**src/afps_pkg.sv**
```systemverilog
package afps_pkg;

	// ********************************************************************
	// Timing
	// ********************************************************************
	localparam int unsigned AFPS_CLK_HZ = 20_000_000;
	localparam int unsigned AFPS_RESTART_MS = 100;
	localparam int unsigned AFPS_RESTART_CYC = AFPS_RESTART_MS * (AFPS_CLK_HZ / 1000);
	localparam int unsigned AFPS_TMR_W = 21;
	localparam int unsigned AFPS_OC_LIMIT_MA = 6000;

	// ********************************************************************
	// Register map
	// ********************************************************************
	localparam int unsigned AFPS_ADDR_W = 4;
	localparam logic [3:0] AFPS_REG_CTRL = 4'h0;
	localparam logic [3:0] AFPS_REG_STATUS = 4'h4;
	localparam logic [3:0] AFPS_REG_EVENTS = 4'h8;
	localparam logic [3:0] AFPS_REG_LIMIT = 4'hC;

	localparam int unsigned AFPS_CTRL_RUN_BIT = 0;
	localparam logic AFPS_CTRL_RUN_RST = 1'b1;

	localparam int unsigned AFPS_ST_STATE_LSB = 0;
	localparam int unsigned AFPS_ST_STAGE_BIT = 3;
	localparam int unsigned AFPS_ST_FAULT_LSB = 4;
	localparam int unsigned AFPS_ST_FAULT_W = 5;

	localparam int unsigned AFPS_EV_LIMIT = 0;
	localparam int unsigned AFPS_EV_OC_SHUT = 1;
	localparam int unsigned AFPS_EV_SUPPLY = 2;
	localparam int unsigned AFPS_EV_THERM = 3;
	localparam int unsigned AFPS_EV_WINDOW = 4;
	localparam int unsigned AFPS_EV_W = 5;

	// ********************************************************************
	// Sequencer states
	// ********************************************************************
	typedef enum logic [2:0] {
		AFPS_STANDBY = 3'b000,
		AFPS_WINDOW = 3'b001,
		AFPS_DELAY = 3'b010,
		AFPS_RUN = 3'b011,
		AFPS_OC_WAIT = 3'b100,
		AFPS_FAULT = 3'b101
	} afps_state_t;

endpackage : afps_pkg

```
**src/afps_seq.sv**
```systemverilog
// Functional notes
// Each output switch has its own overcurrent flag and any of them raises a limit event.
// Above the impedance threshold the stage only limits current and both outputs keep switching.
// A trip turns the conducting switch off and its partner on until the next switching cycle.
// While limiting a low-impedance short the capacitor sink is on, and it releases when switching resumes.
// A fully discharged timing capacitor shuts the amplifier down and starts the restart timer.
// After an overcurrent shutdown a restart is tried every 100 ms and fails again while overcurrent persists.
// Once overcurrent is gone the next restart succeeds and the amplifier stays running.
// Leaving standby, every output is checked for a supply short before the stages are enabled.
// A supply short holds start-up until it clears, then the sequence continues at once.
// The supply short check is repeated on every overcurrent restart attempt.
// Under-voltage shuts down and the system restarts 100 ms after it clears.
// Over-voltage disables the stages and the system restarts 100 ms after it clears.
// Either supply above twice the other is an unbalance fault with a 100 ms restart after it clears.
// Over-temperature shuts down and switching resumes 100 ms after it clears.
// After leaving standby the outputs wait 100 ms before switching starts.
// Stages run only with no shutdown fault and no restart delay pending, and faults combine by OR.
`timescale 1ns/1ns
`default_nettype none

module afps_seq
	import afps_pkg::*;
#(
	parameter int unsigned NCH = 2,
	parameter int unsigned RESTART_CYCLES = AFPS_RESTART_CYC
) (
	input wire logic sys_clk,
	input wire logic arst_n,
	input wire logic [AFPS_ADDR_W-1:0] reg_addr,
	input wire logic [31:0] reg_wdata,
	input wire logic reg_wr,
	input wire logic reg_rd,
	output logic [31:0] reg_rdata,
	input wire logic mode_on,
	input wire logic mode_op,
	input wire logic [NCH-1:0] oc_hi,
	input wire logic [NCH-1:0] oc_lo,
	input wire logic [NCH-1:0] low_z,
	input wire logic cap_empty,
	input wire logic uv_flag,
	input wire logic ov_flag,
	input wire logic ub_pos,
	input wire logic ub_neg,
	input wire logic ot_flag,
	input wire logic wp_short,
	input wire logic [NCH-1:0] pwm_in,
	input wire logic cycle_start,
	output logic [NCH-1:0] hi_on,
	output logic [NCH-1:0] lo_on,
	output logic cap_sink_en,
	output logic stage_en,
	output logic demute
);

	localparam int unsigned NA = 9 + 3 * NCH;
	localparam int unsigned B = 2 + 3 * NCH;
	localparam logic [AFPS_TMR_W-1:0] TMR_MAX = AFPS_TMR_W'(RESTART_CYCLES - 1);

	if (NCH < 1 || RESTART_CYCLES < 1 || RESTART_CYCLES > (1 << AFPS_TMR_W)) begin : g_bad_param
		$error("afps_seq: unsupported NCH or RESTART_CYCLES");
	end

	// ********************************************************************
	// Reset release and pin synchronisers
	// ********************************************************************
	logic [1:0] rst_sync_q;
	logic rst_n;

	always_ff @(posedge sys_clk or negedge arst_n) begin
		if (!arst_n) begin
			rst_sync_q <= 2'h0;
		end else begin
			rst_sync_q <= {rst_sync_q[0], 1'b1};
		end
	end
	assign rst_n = rst_sync_q[1];

	logic [NA-1:0] pins_in;
	logic [NA-1:0] sync1_q;
	logic [NA-1:0] sync2_q;
	logic [NA-1:0] sync3_q;
	logic [NA-1:0] filt_q;

	assign pins_in = {wp_short, ot_flag, ub_neg, ub_pos, ov_flag, uv_flag, cap_empty, low_z, oc_lo, oc_hi, mode_op,
		mode_on};

	// A pin change is taken only once the second and third stages agree, so a
	// level caught mid-transition never reaches the sequencer.
	always_ff @(posedge sys_clk or negedge rst_n) begin
		if (!rst_n) begin
			sync1_q <= '0;
			sync2_q <= '0;
			sync3_q <= '0;
			filt_q <= '0;
		end else begin
			sync1_q <= pins_in;
			sync2_q <= sync1_q;
			sync3_q <= sync2_q;
			filt_q <= (filt_q & (sync2_q ^ sync3_q)) | (sync2_q & ~(sync2_q ^ sync3_q));
		end
	end

	logic mode_on_s;
	logic mode_op_s;
	logic [NCH-1:0] oc_hi_s;
	logic [NCH-1:0] oc_lo_s;
	logic [NCH-1:0] low_z_s;
	logic cap_s;
	logic uv_s;
	logic ov_s;
	logic ub_s;
	logic ot_s;
	logic wp_s;
	logic fault_any;

	assign mode_on_s = filt_q[0];
	assign mode_op_s = filt_q[1];
	assign oc_hi_s = filt_q[2 +: NCH];
	assign oc_lo_s = filt_q[2+NCH +: NCH];
	assign low_z_s = filt_q[2+2*NCH +: NCH];
	assign cap_s = filt_q[B];
	assign uv_s = filt_q[B+1];
	assign ov_s = filt_q[B+2];
	assign ub_s = filt_q[B+3] | filt_q[B+4];
	assign ot_s = filt_q[B+5];
	assign wp_s = filt_q[B+6];
	assign fault_any = uv_s | ov_s | ub_s | ot_s;

	// ********************************************************************
	// Registers
	// ********************************************************************
	logic ctrl_run_q;
	logic [AFPS_EV_W-1:0] ev_q;
	logic [AFPS_EV_W-1:0] ev_set;
	logic [AFPS_EV_W-1:0] ev_clr;
	logic [31:0] rdata_q;
	afps_state_t state_q;
	afps_state_t state_d;

	always_ff @(posedge sys_clk or negedge rst_n) begin
		if (!rst_n) begin
			ctrl_run_q <= AFPS_CTRL_RUN_RST;
		end else if (reg_wr && reg_addr == AFPS_REG_CTRL) begin
			ctrl_run_q <= reg_wdata[AFPS_CTRL_RUN_BIT];
		end
	end

	assign ev_clr = (reg_wr && reg_addr == AFPS_REG_EVENTS) ? reg_wdata[AFPS_EV_W-1:0] : '0;

	// Write-one-to-clear; an event in the clearing cycle survives.
	always_ff @(posedge sys_clk or negedge rst_n) begin
		if (!rst_n) begin
			ev_q <= '0;
		end else begin
			ev_q <= (ev_q & ~ev_clr) | ev_set;
		end
	end

	always_ff @(posedge sys_clk or negedge rst_n) begin
		if (!rst_n) begin
			rdata_q <= 32'h0000_0000;
		end else begin
			rdata_q <= 32'h0000_0000;
			if (reg_rd) begin
				unique case (reg_addr)
					AFPS_REG_CTRL: rdata_q[AFPS_CTRL_RUN_BIT] <= ctrl_run_q;
					AFPS_REG_STATUS: begin
						rdata_q[AFPS_ST_STATE_LSB +: 3] <= state_q;
						rdata_q[AFPS_ST_STAGE_BIT] <= stage_en;
						rdata_q[AFPS_ST_FAULT_LSB +: AFPS_ST_FAULT_W] <= {wp_s, ot_s, ub_s, ov_s, uv_s};
					end
					AFPS_REG_EVENTS: rdata_q[AFPS_EV_W-1:0] <= ev_q;
					AFPS_REG_LIMIT: rdata_q <= AFPS_OC_LIMIT_MA;
					default: rdata_q <= 32'h0000_0000;
				endcase
			end
		end
	end
	assign reg_rdata = rdata_q;

	// ********************************************************************
	// Start-up and restart sequencer
	// ********************************************************************
	logic [AFPS_TMR_W-1:0] tmr_q;
	logic tmr_load;
	logic retry_q;
	logic enable_req;
	logic go_ok;

	assign enable_req = mode_on_s & ctrl_run_q;
	assign go_ok = enable_req & ~fault_any;

	always_comb begin
		state_d = state_q;
		tmr_load = 1'b0;
		unique case (state_q)
			AFPS_STANDBY: state_d = AFPS_WINDOW;
			AFPS_WINDOW: begin
				if (!wp_s) begin
					if (retry_q) begin
						state_d = AFPS_RUN;
					end else begin
						state_d = AFPS_DELAY;
						tmr_load = 1'b1;
					end
				end
			end
			AFPS_DELAY: begin
				if (tmr_q == '0) begin
					state_d = AFPS_RUN;
				end
			end
			AFPS_RUN: begin
				if (cap_s) begin
					state_d = AFPS_OC_WAIT;
					tmr_load = 1'b1;
				end
			end
			AFPS_OC_WAIT: begin
				if (tmr_q == '0) begin
					state_d = AFPS_WINDOW;
				end
			end
			AFPS_FAULT: begin
				if (!fault_any) begin
					state_d = AFPS_DELAY;
					tmr_load = 1'b1;
				end
			end
			default: state_d = AFPS_STANDBY;
		endcase
		if (fault_any) begin
			state_d = AFPS_FAULT;
			tmr_load = 1'b0;
		end
		if (!enable_req) begin
			state_d = AFPS_STANDBY;
			tmr_load = 1'b0;
		end
	end

	always_ff @(posedge sys_clk or negedge rst_n) begin
		if (!rst_n) begin
			state_q <= AFPS_STANDBY;
		end else begin
			state_q <= state_d;
		end
	end

	always_ff @(posedge sys_clk or negedge rst_n) begin
		if (!rst_n) begin
			tmr_q <= '0;
		end else if (tmr_load) begin
			tmr_q <= TMR_MAX;
		end else if (tmr_q != '0) begin
			tmr_q <= tmr_q - 1'b1;
		end
	end

	// A window check after an overcurrent shutdown leads straight back to run.
	always_ff @(posedge sys_clk or negedge rst_n) begin
		if (!rst_n) begin
			retry_q <= 1'b0;
		end else if (state_d == AFPS_OC_WAIT) begin
			retry_q <= 1'b1;
		end else if (state_d == AFPS_STANDBY || state_d == AFPS_FAULT) begin
			retry_q <= 1'b0;
		end
	end

	assign stage_en = (state_q == AFPS_RUN);

	// ********************************************************************
	// Cycle-by-cycle current limiting
	// ********************************************************************
	logic [NCH-1:0] trip;
	logic [NCH-1:0] lim_q;
	logic [NCH-1:0] lim_lo_q;
	logic [NCH-1:0] hi_q;
	logic [NCH-1:0] lo_q;
	logic sink_q;
	logic demute_q;

	assign trip = (hi_q & oc_hi_s) | (lo_q & oc_lo_s);

	// A trip in the same cycle as a cycle start keeps the limit for one more period.
	always_ff @(posedge sys_clk or negedge rst_n) begin
		if (!rst_n) begin
			lim_q <= '0;
			lim_lo_q <= '0;
		end else if (!stage_en) begin
			lim_q <= '0;
			lim_lo_q <= '0;
		end else begin
			lim_q <= trip | (lim_q & ~{NCH{cycle_start}});
			lim_lo_q <= (trip & hi_q) | (~trip & lim_lo_q);
		end
	end

	// Limiting never stops the switching by itself, so a high-impedance overload
	// only clips.
	always_ff @(posedge sys_clk or negedge rst_n) begin
		if (!rst_n) begin
			hi_q <= '0;
			lo_q <= '0;
		end else if (!stage_en) begin
			hi_q <= '0;
			lo_q <= '0;
		end else begin
			hi_q <= (lim_q & ~lim_lo_q) | (~lim_q & pwm_in);
			lo_q <= (lim_q & lim_lo_q) | (~lim_q & ~pwm_in);
		end
	end

	always_ff @(posedge sys_clk or negedge rst_n) begin
		if (!rst_n) begin
			sink_q <= 1'b0;
			demute_q <= 1'b0;
		end else begin
			sink_q <= stage_en & (|(lim_q & low_z_s));
			demute_q <= stage_en & mode_op_s;
		end
	end

	assign hi_on = hi_q;
	assign lo_on = lo_q;
	assign cap_sink_en = sink_q;
	assign demute = demute_q;

	assign ev_set[AFPS_EV_LIMIT] = stage_en & (|trip);
	assign ev_set[AFPS_EV_OC_SHUT] = stage_en & cap_s;
	assign ev_set[AFPS_EV_SUPPLY] = uv_s | ov_s | ub_s;
	assign ev_set[AFPS_EV_THERM] = ot_s;
	assign ev_set[AFPS_EV_WINDOW] = (state_q == AFPS_WINDOW) & wp_s;
endmodule : afps_seq

`default_nettype wire

```
**config.mk**
```make
export PLATFORM = sky130hd
export DESIGN_NAME = afps_seq
export DESIGN_NICKNAME = d
export VERILOG_FILES = /design/src/afps_pkg.sv /design/src/afps_seq.sv
export SDC_FILE = /design/constraint.sdc
export NUM_CORES = 1
export LEC_CHECK = 0
export BUFFER_PORTS_ARGS = -buffer_cell sky130_fd_sc_hd__buf_2
export CORE_ASPECT_RATIO = 0.5
export CORE_MARGIN = 2
export CORE_UTILIZATION = 42
export DETAILED_ROUTE_END_ITERATION = 10
export PLACE_DENSITY = 0.68
export SLEW_MARGIN = 30
export SYNTH_ARGS = -nofsm -noshare
export SYNTH_HDL_FRONTEND = slang
export SYNTH_SLANG_ARGS = --single-unit
```
**constraint.sdc**
```tcl
create_clock -name sys_clk -period 4 [get_ports sys_clk]
set_input_delay 0.6 -clock sys_clk [delete_from_list [all_inputs] [get_ports sys_clk]]
set_output_delay 0.6 -clock sys_clk [all_outputs]
set_load 0.02 [all_outputs]
```
==> impl_results.md <==
* Slowest CP cell: dfrtp_1
* WL met2 at 3550 um
* Cell taking the most area after synthesis: dfrtp_1
* Height of the die at 76.5 um
* GRT Total Usage at 0.158
* Period utilization at 0.622
* Synth top area cells: dfrtp_1 (63%), buf_4 (3.9%), maj3_1 (3.4%), nor2_1 (2.6%), nand2_1 (2.1%)
* Asr flop ratio synth at 1.00
* Starting DRT DRC Count at 177
* CP Class: reg2out
* Power per cell area at 540 nW/um2
* First-pass GRT wire length at 13700 um
* Post-synth EDFFs at 0
* Distinct cells, synth at 64
* Dpl hpwl at 5160 um
* Met3 wire len at 439 um
* RePlAce Congestion at 0.813
* Buf+Inv Stages, Crit Path at 2
* CTS tree: yes
* Synth-to-Final Area Change at 19.9%
* Cells along the critical path: nor2b_1, nand2_1, inv_2, buf_2
* Clock-pin slew on the worst setup and hold paths at 0.05 ns
* Synth Warn # at 0
* Drt drc at 0
* Core ar. at 10200 um2
* Share of cells above drive strength 1 at 0.220
* Design area at 5300 um2
* GRT Residual Overflow at 0
* Slew @ Worst Pin at 0.612 ns
* Maxcap violations at 0
* Count leader, synth: dfrtp_1
* RSZ-0062 raised after global routing: false
* Antenna cells at 0
* Antenna viol nets, final at 0
* Largest net degree at the start of global routing at 74
* Placed Instance Area at 4720 um2
* Worst setup margin at 1.51 ns
* Path type of the worst min-delay path: reg2async
* Starting density of the core at 0.433
* Slew Limit Headroom at 0.581
* Synth Flop Type: dfrtp_1
* Slowest Stage Delay on Critical Path at 0.55 ns
* Place WS at 1.59 ns
* I/O pins at 97
* Final Hold Fails at 0
* Avg Vias per Cell at 4.83
* Endpoints failing setup at 0
* List of most frequent post-synthesis cells: dfrtp_1 (112), nor2_1 (31), nand2_1 (25)
* Mean area per synthesized cell at 12.5 um2
* Die width at 149 um
* DR top layer: met4
* Initial antenna violation count at 0
* Arr. time, crit path at 1.89 ns
* Root Driver: clkbuf_16
* Leak pwr at 2.36 nW
* DRT met1 WL at 3860 um
* Worst path required time at 3.40 ns
* H-Tree Depth at 4
* Slew Viols, Final at 0
* Port bufs at 49
* Sink Count at 113
* FF+latch count, synth at 113
* Vias in the first global route at 2779
* Maximum vdd ir drop at 0.000276 V
* Final setup TNS at 0 ns
* Total routed wirelength at 7970 um
* Max Fclk at 0.402 GHz
* Sequential element share of the synthesized area at 0.640
* Die area at 11400 um2
* Detailed-route via count at 2738
* Cell count after synthesis at 355
* Nets at 475
* Yosys top cell area share at 0.634
* Skew final at 0.00634 ns
* Nature of the critical path startpoint: flop
* TritonRoute pass-1 iters at 4
* Max Root-Sink Buffers at 2
* Status: finished, final reports clean
* Post-Syn Area at 4420 um2
* Num CTS Buffers at 17
* Worst skew pair latency at 0.41 ns
* WL/cell at 14.1 um
* Fin crit period at 2.49 ns
* CP endpoint kind: primary output
* Worst Path Max Fanout at 11
* Worst hold slack at 0.205 ns
* Top Family by Delay on Critical Path: flip-flops
* Number of cell rows at 26
## final timing paths
check	slack, ns	depth (start not counted)	start	endpoint
max in group asynchronous	2.92	2	rst_sync_q[1]$_DFF_PN0_	lim_lo_q[1]$_DFF_PN0_
worst min register to register	0.20	0	rst_sync_q[1]$_DFF_PN0_	sync1_q[13]$_DFF_PN0_
worst max-delay path	1.51	4	state_q[1]$_DFF_PN0_	stage_en
worst min-delay path	0.20	0	rst_sync_q[1]$_DFF_PN0_	sync1_q[13]$_DFF_PN0_
worst max register to register	1.63	5	flop	tmr_q[18]$_DFFE_PN0P_
min in group sys_clk	0.30	1	wp_short	sync1_q[14]$_DFF_PN0_
## where the power goes
group	leakage [nW]	internal, W	switching, W
clock	0.266	0.000889	0.000477
combinational	0.763	0.0000793	0.0000957
sequential	1.34	0.00123	0.0000915
total	2.36	0.00220	0.000664
## timing repair
action                    4_1_cts  5_1_grt
hold buffers                    1        0
resized for setup               0        0
setup buffers                   0        0
hold endpoints to repair        2        0
## worst reg2reg max path, delay by kind of cell (launching register included)
| kind | cells | cell delay (ns) |
|---|---|---|
| simple gates | 4 | 1.77 |
| flops | 1 | 0.40 |
| mux | 1 | 0.12 |
## logic make-up after synthesis
family | after synthesis | synth area share
other | 2 | 0.00170
buffers and inverters | 40 | 0.0555
adder cells (fa/ha/maj) | 16 | 0.0368
multiplexers | 7 | 0.0164
AO/OA/AOI/OAI | 52 | 0.0872
AND/OR/NAND/NOR | 116 | 0.145
flip-flops | 113 | 0.640
XOR/XNOR | 9 | 0.0178
## area by class of cell
| cell class | instances | area, um2 |
|---|---|---|
| fillers | 875 | 4910 |
| flip-flops and latches | 113 | 2830 |
| multi-input cells | 221 | 1420 |
| clock buffers | 24 | 482 |
| repair buffers | 53 | 298 |
| well taps | 140 | 175 |
| clock inverters | 6 | 57.6 |
| inverters | 10 | 37.5 |
## through the flow
stage / std cells / total power [W] / util
floorplan: 374 / 0.00146 / -
global placement: 535 / 0.00150 / 0.462
detailed placement: 535 / 0.00151 / 0.462
CTS: 566 / 0.00289 / 0.516
global route: 567 / 0.00299 / 0.519
finish: 567 / 0.00286 / 0.519
## per-layer routing
metal	GRT usage	up-vias
met1	0.209	1331
met2	0.229	70
met3	0.0725	16
met5	0	-
li1	-	1321
met4	0.0600	0
## placed cells by master (no fill, tap or decap), types with 3 or more instances in the layout
master | netlist | routed
a21o_1 | 4 | 4
a21oi_1 | 12 | 12
a22oi_1 | 9 | 9
and2_1 | 4 | 4
and3_1 | 3 | 3
buf_2 | 1 | 49
clkbuf_1 | 5 | 4
clkbuf_16 | 0 | 17
clkbuf_8 | 0 | 3
clkinv_2 | 0 | 4
conb_1 | 2 | 21
dfrtp_1 | 112 | 111
inv_1 | 9 | 9
maj3_1 | 15 | 15
mux2i_1 | 5 | 5
nand2_1 | 25 | 25
nand2b_1 | 8 | 8
nand3_1 | 8 | 8
nor2_1 | 31 | 31
nor2b_1 | 5 | 5
nor3_1 | 6 | 6
o211ai_1 | 3 | 3
o21ai_0 | 3 | 3
o21ai_1 | 3 | 3
or3_1 | 4 | 4
or4_1 | 3 | 3
xnor2_1 | 5 | 5
xor2_1 | 4 | 4
No activity file was read; power rests on OpenSTA's default activity.
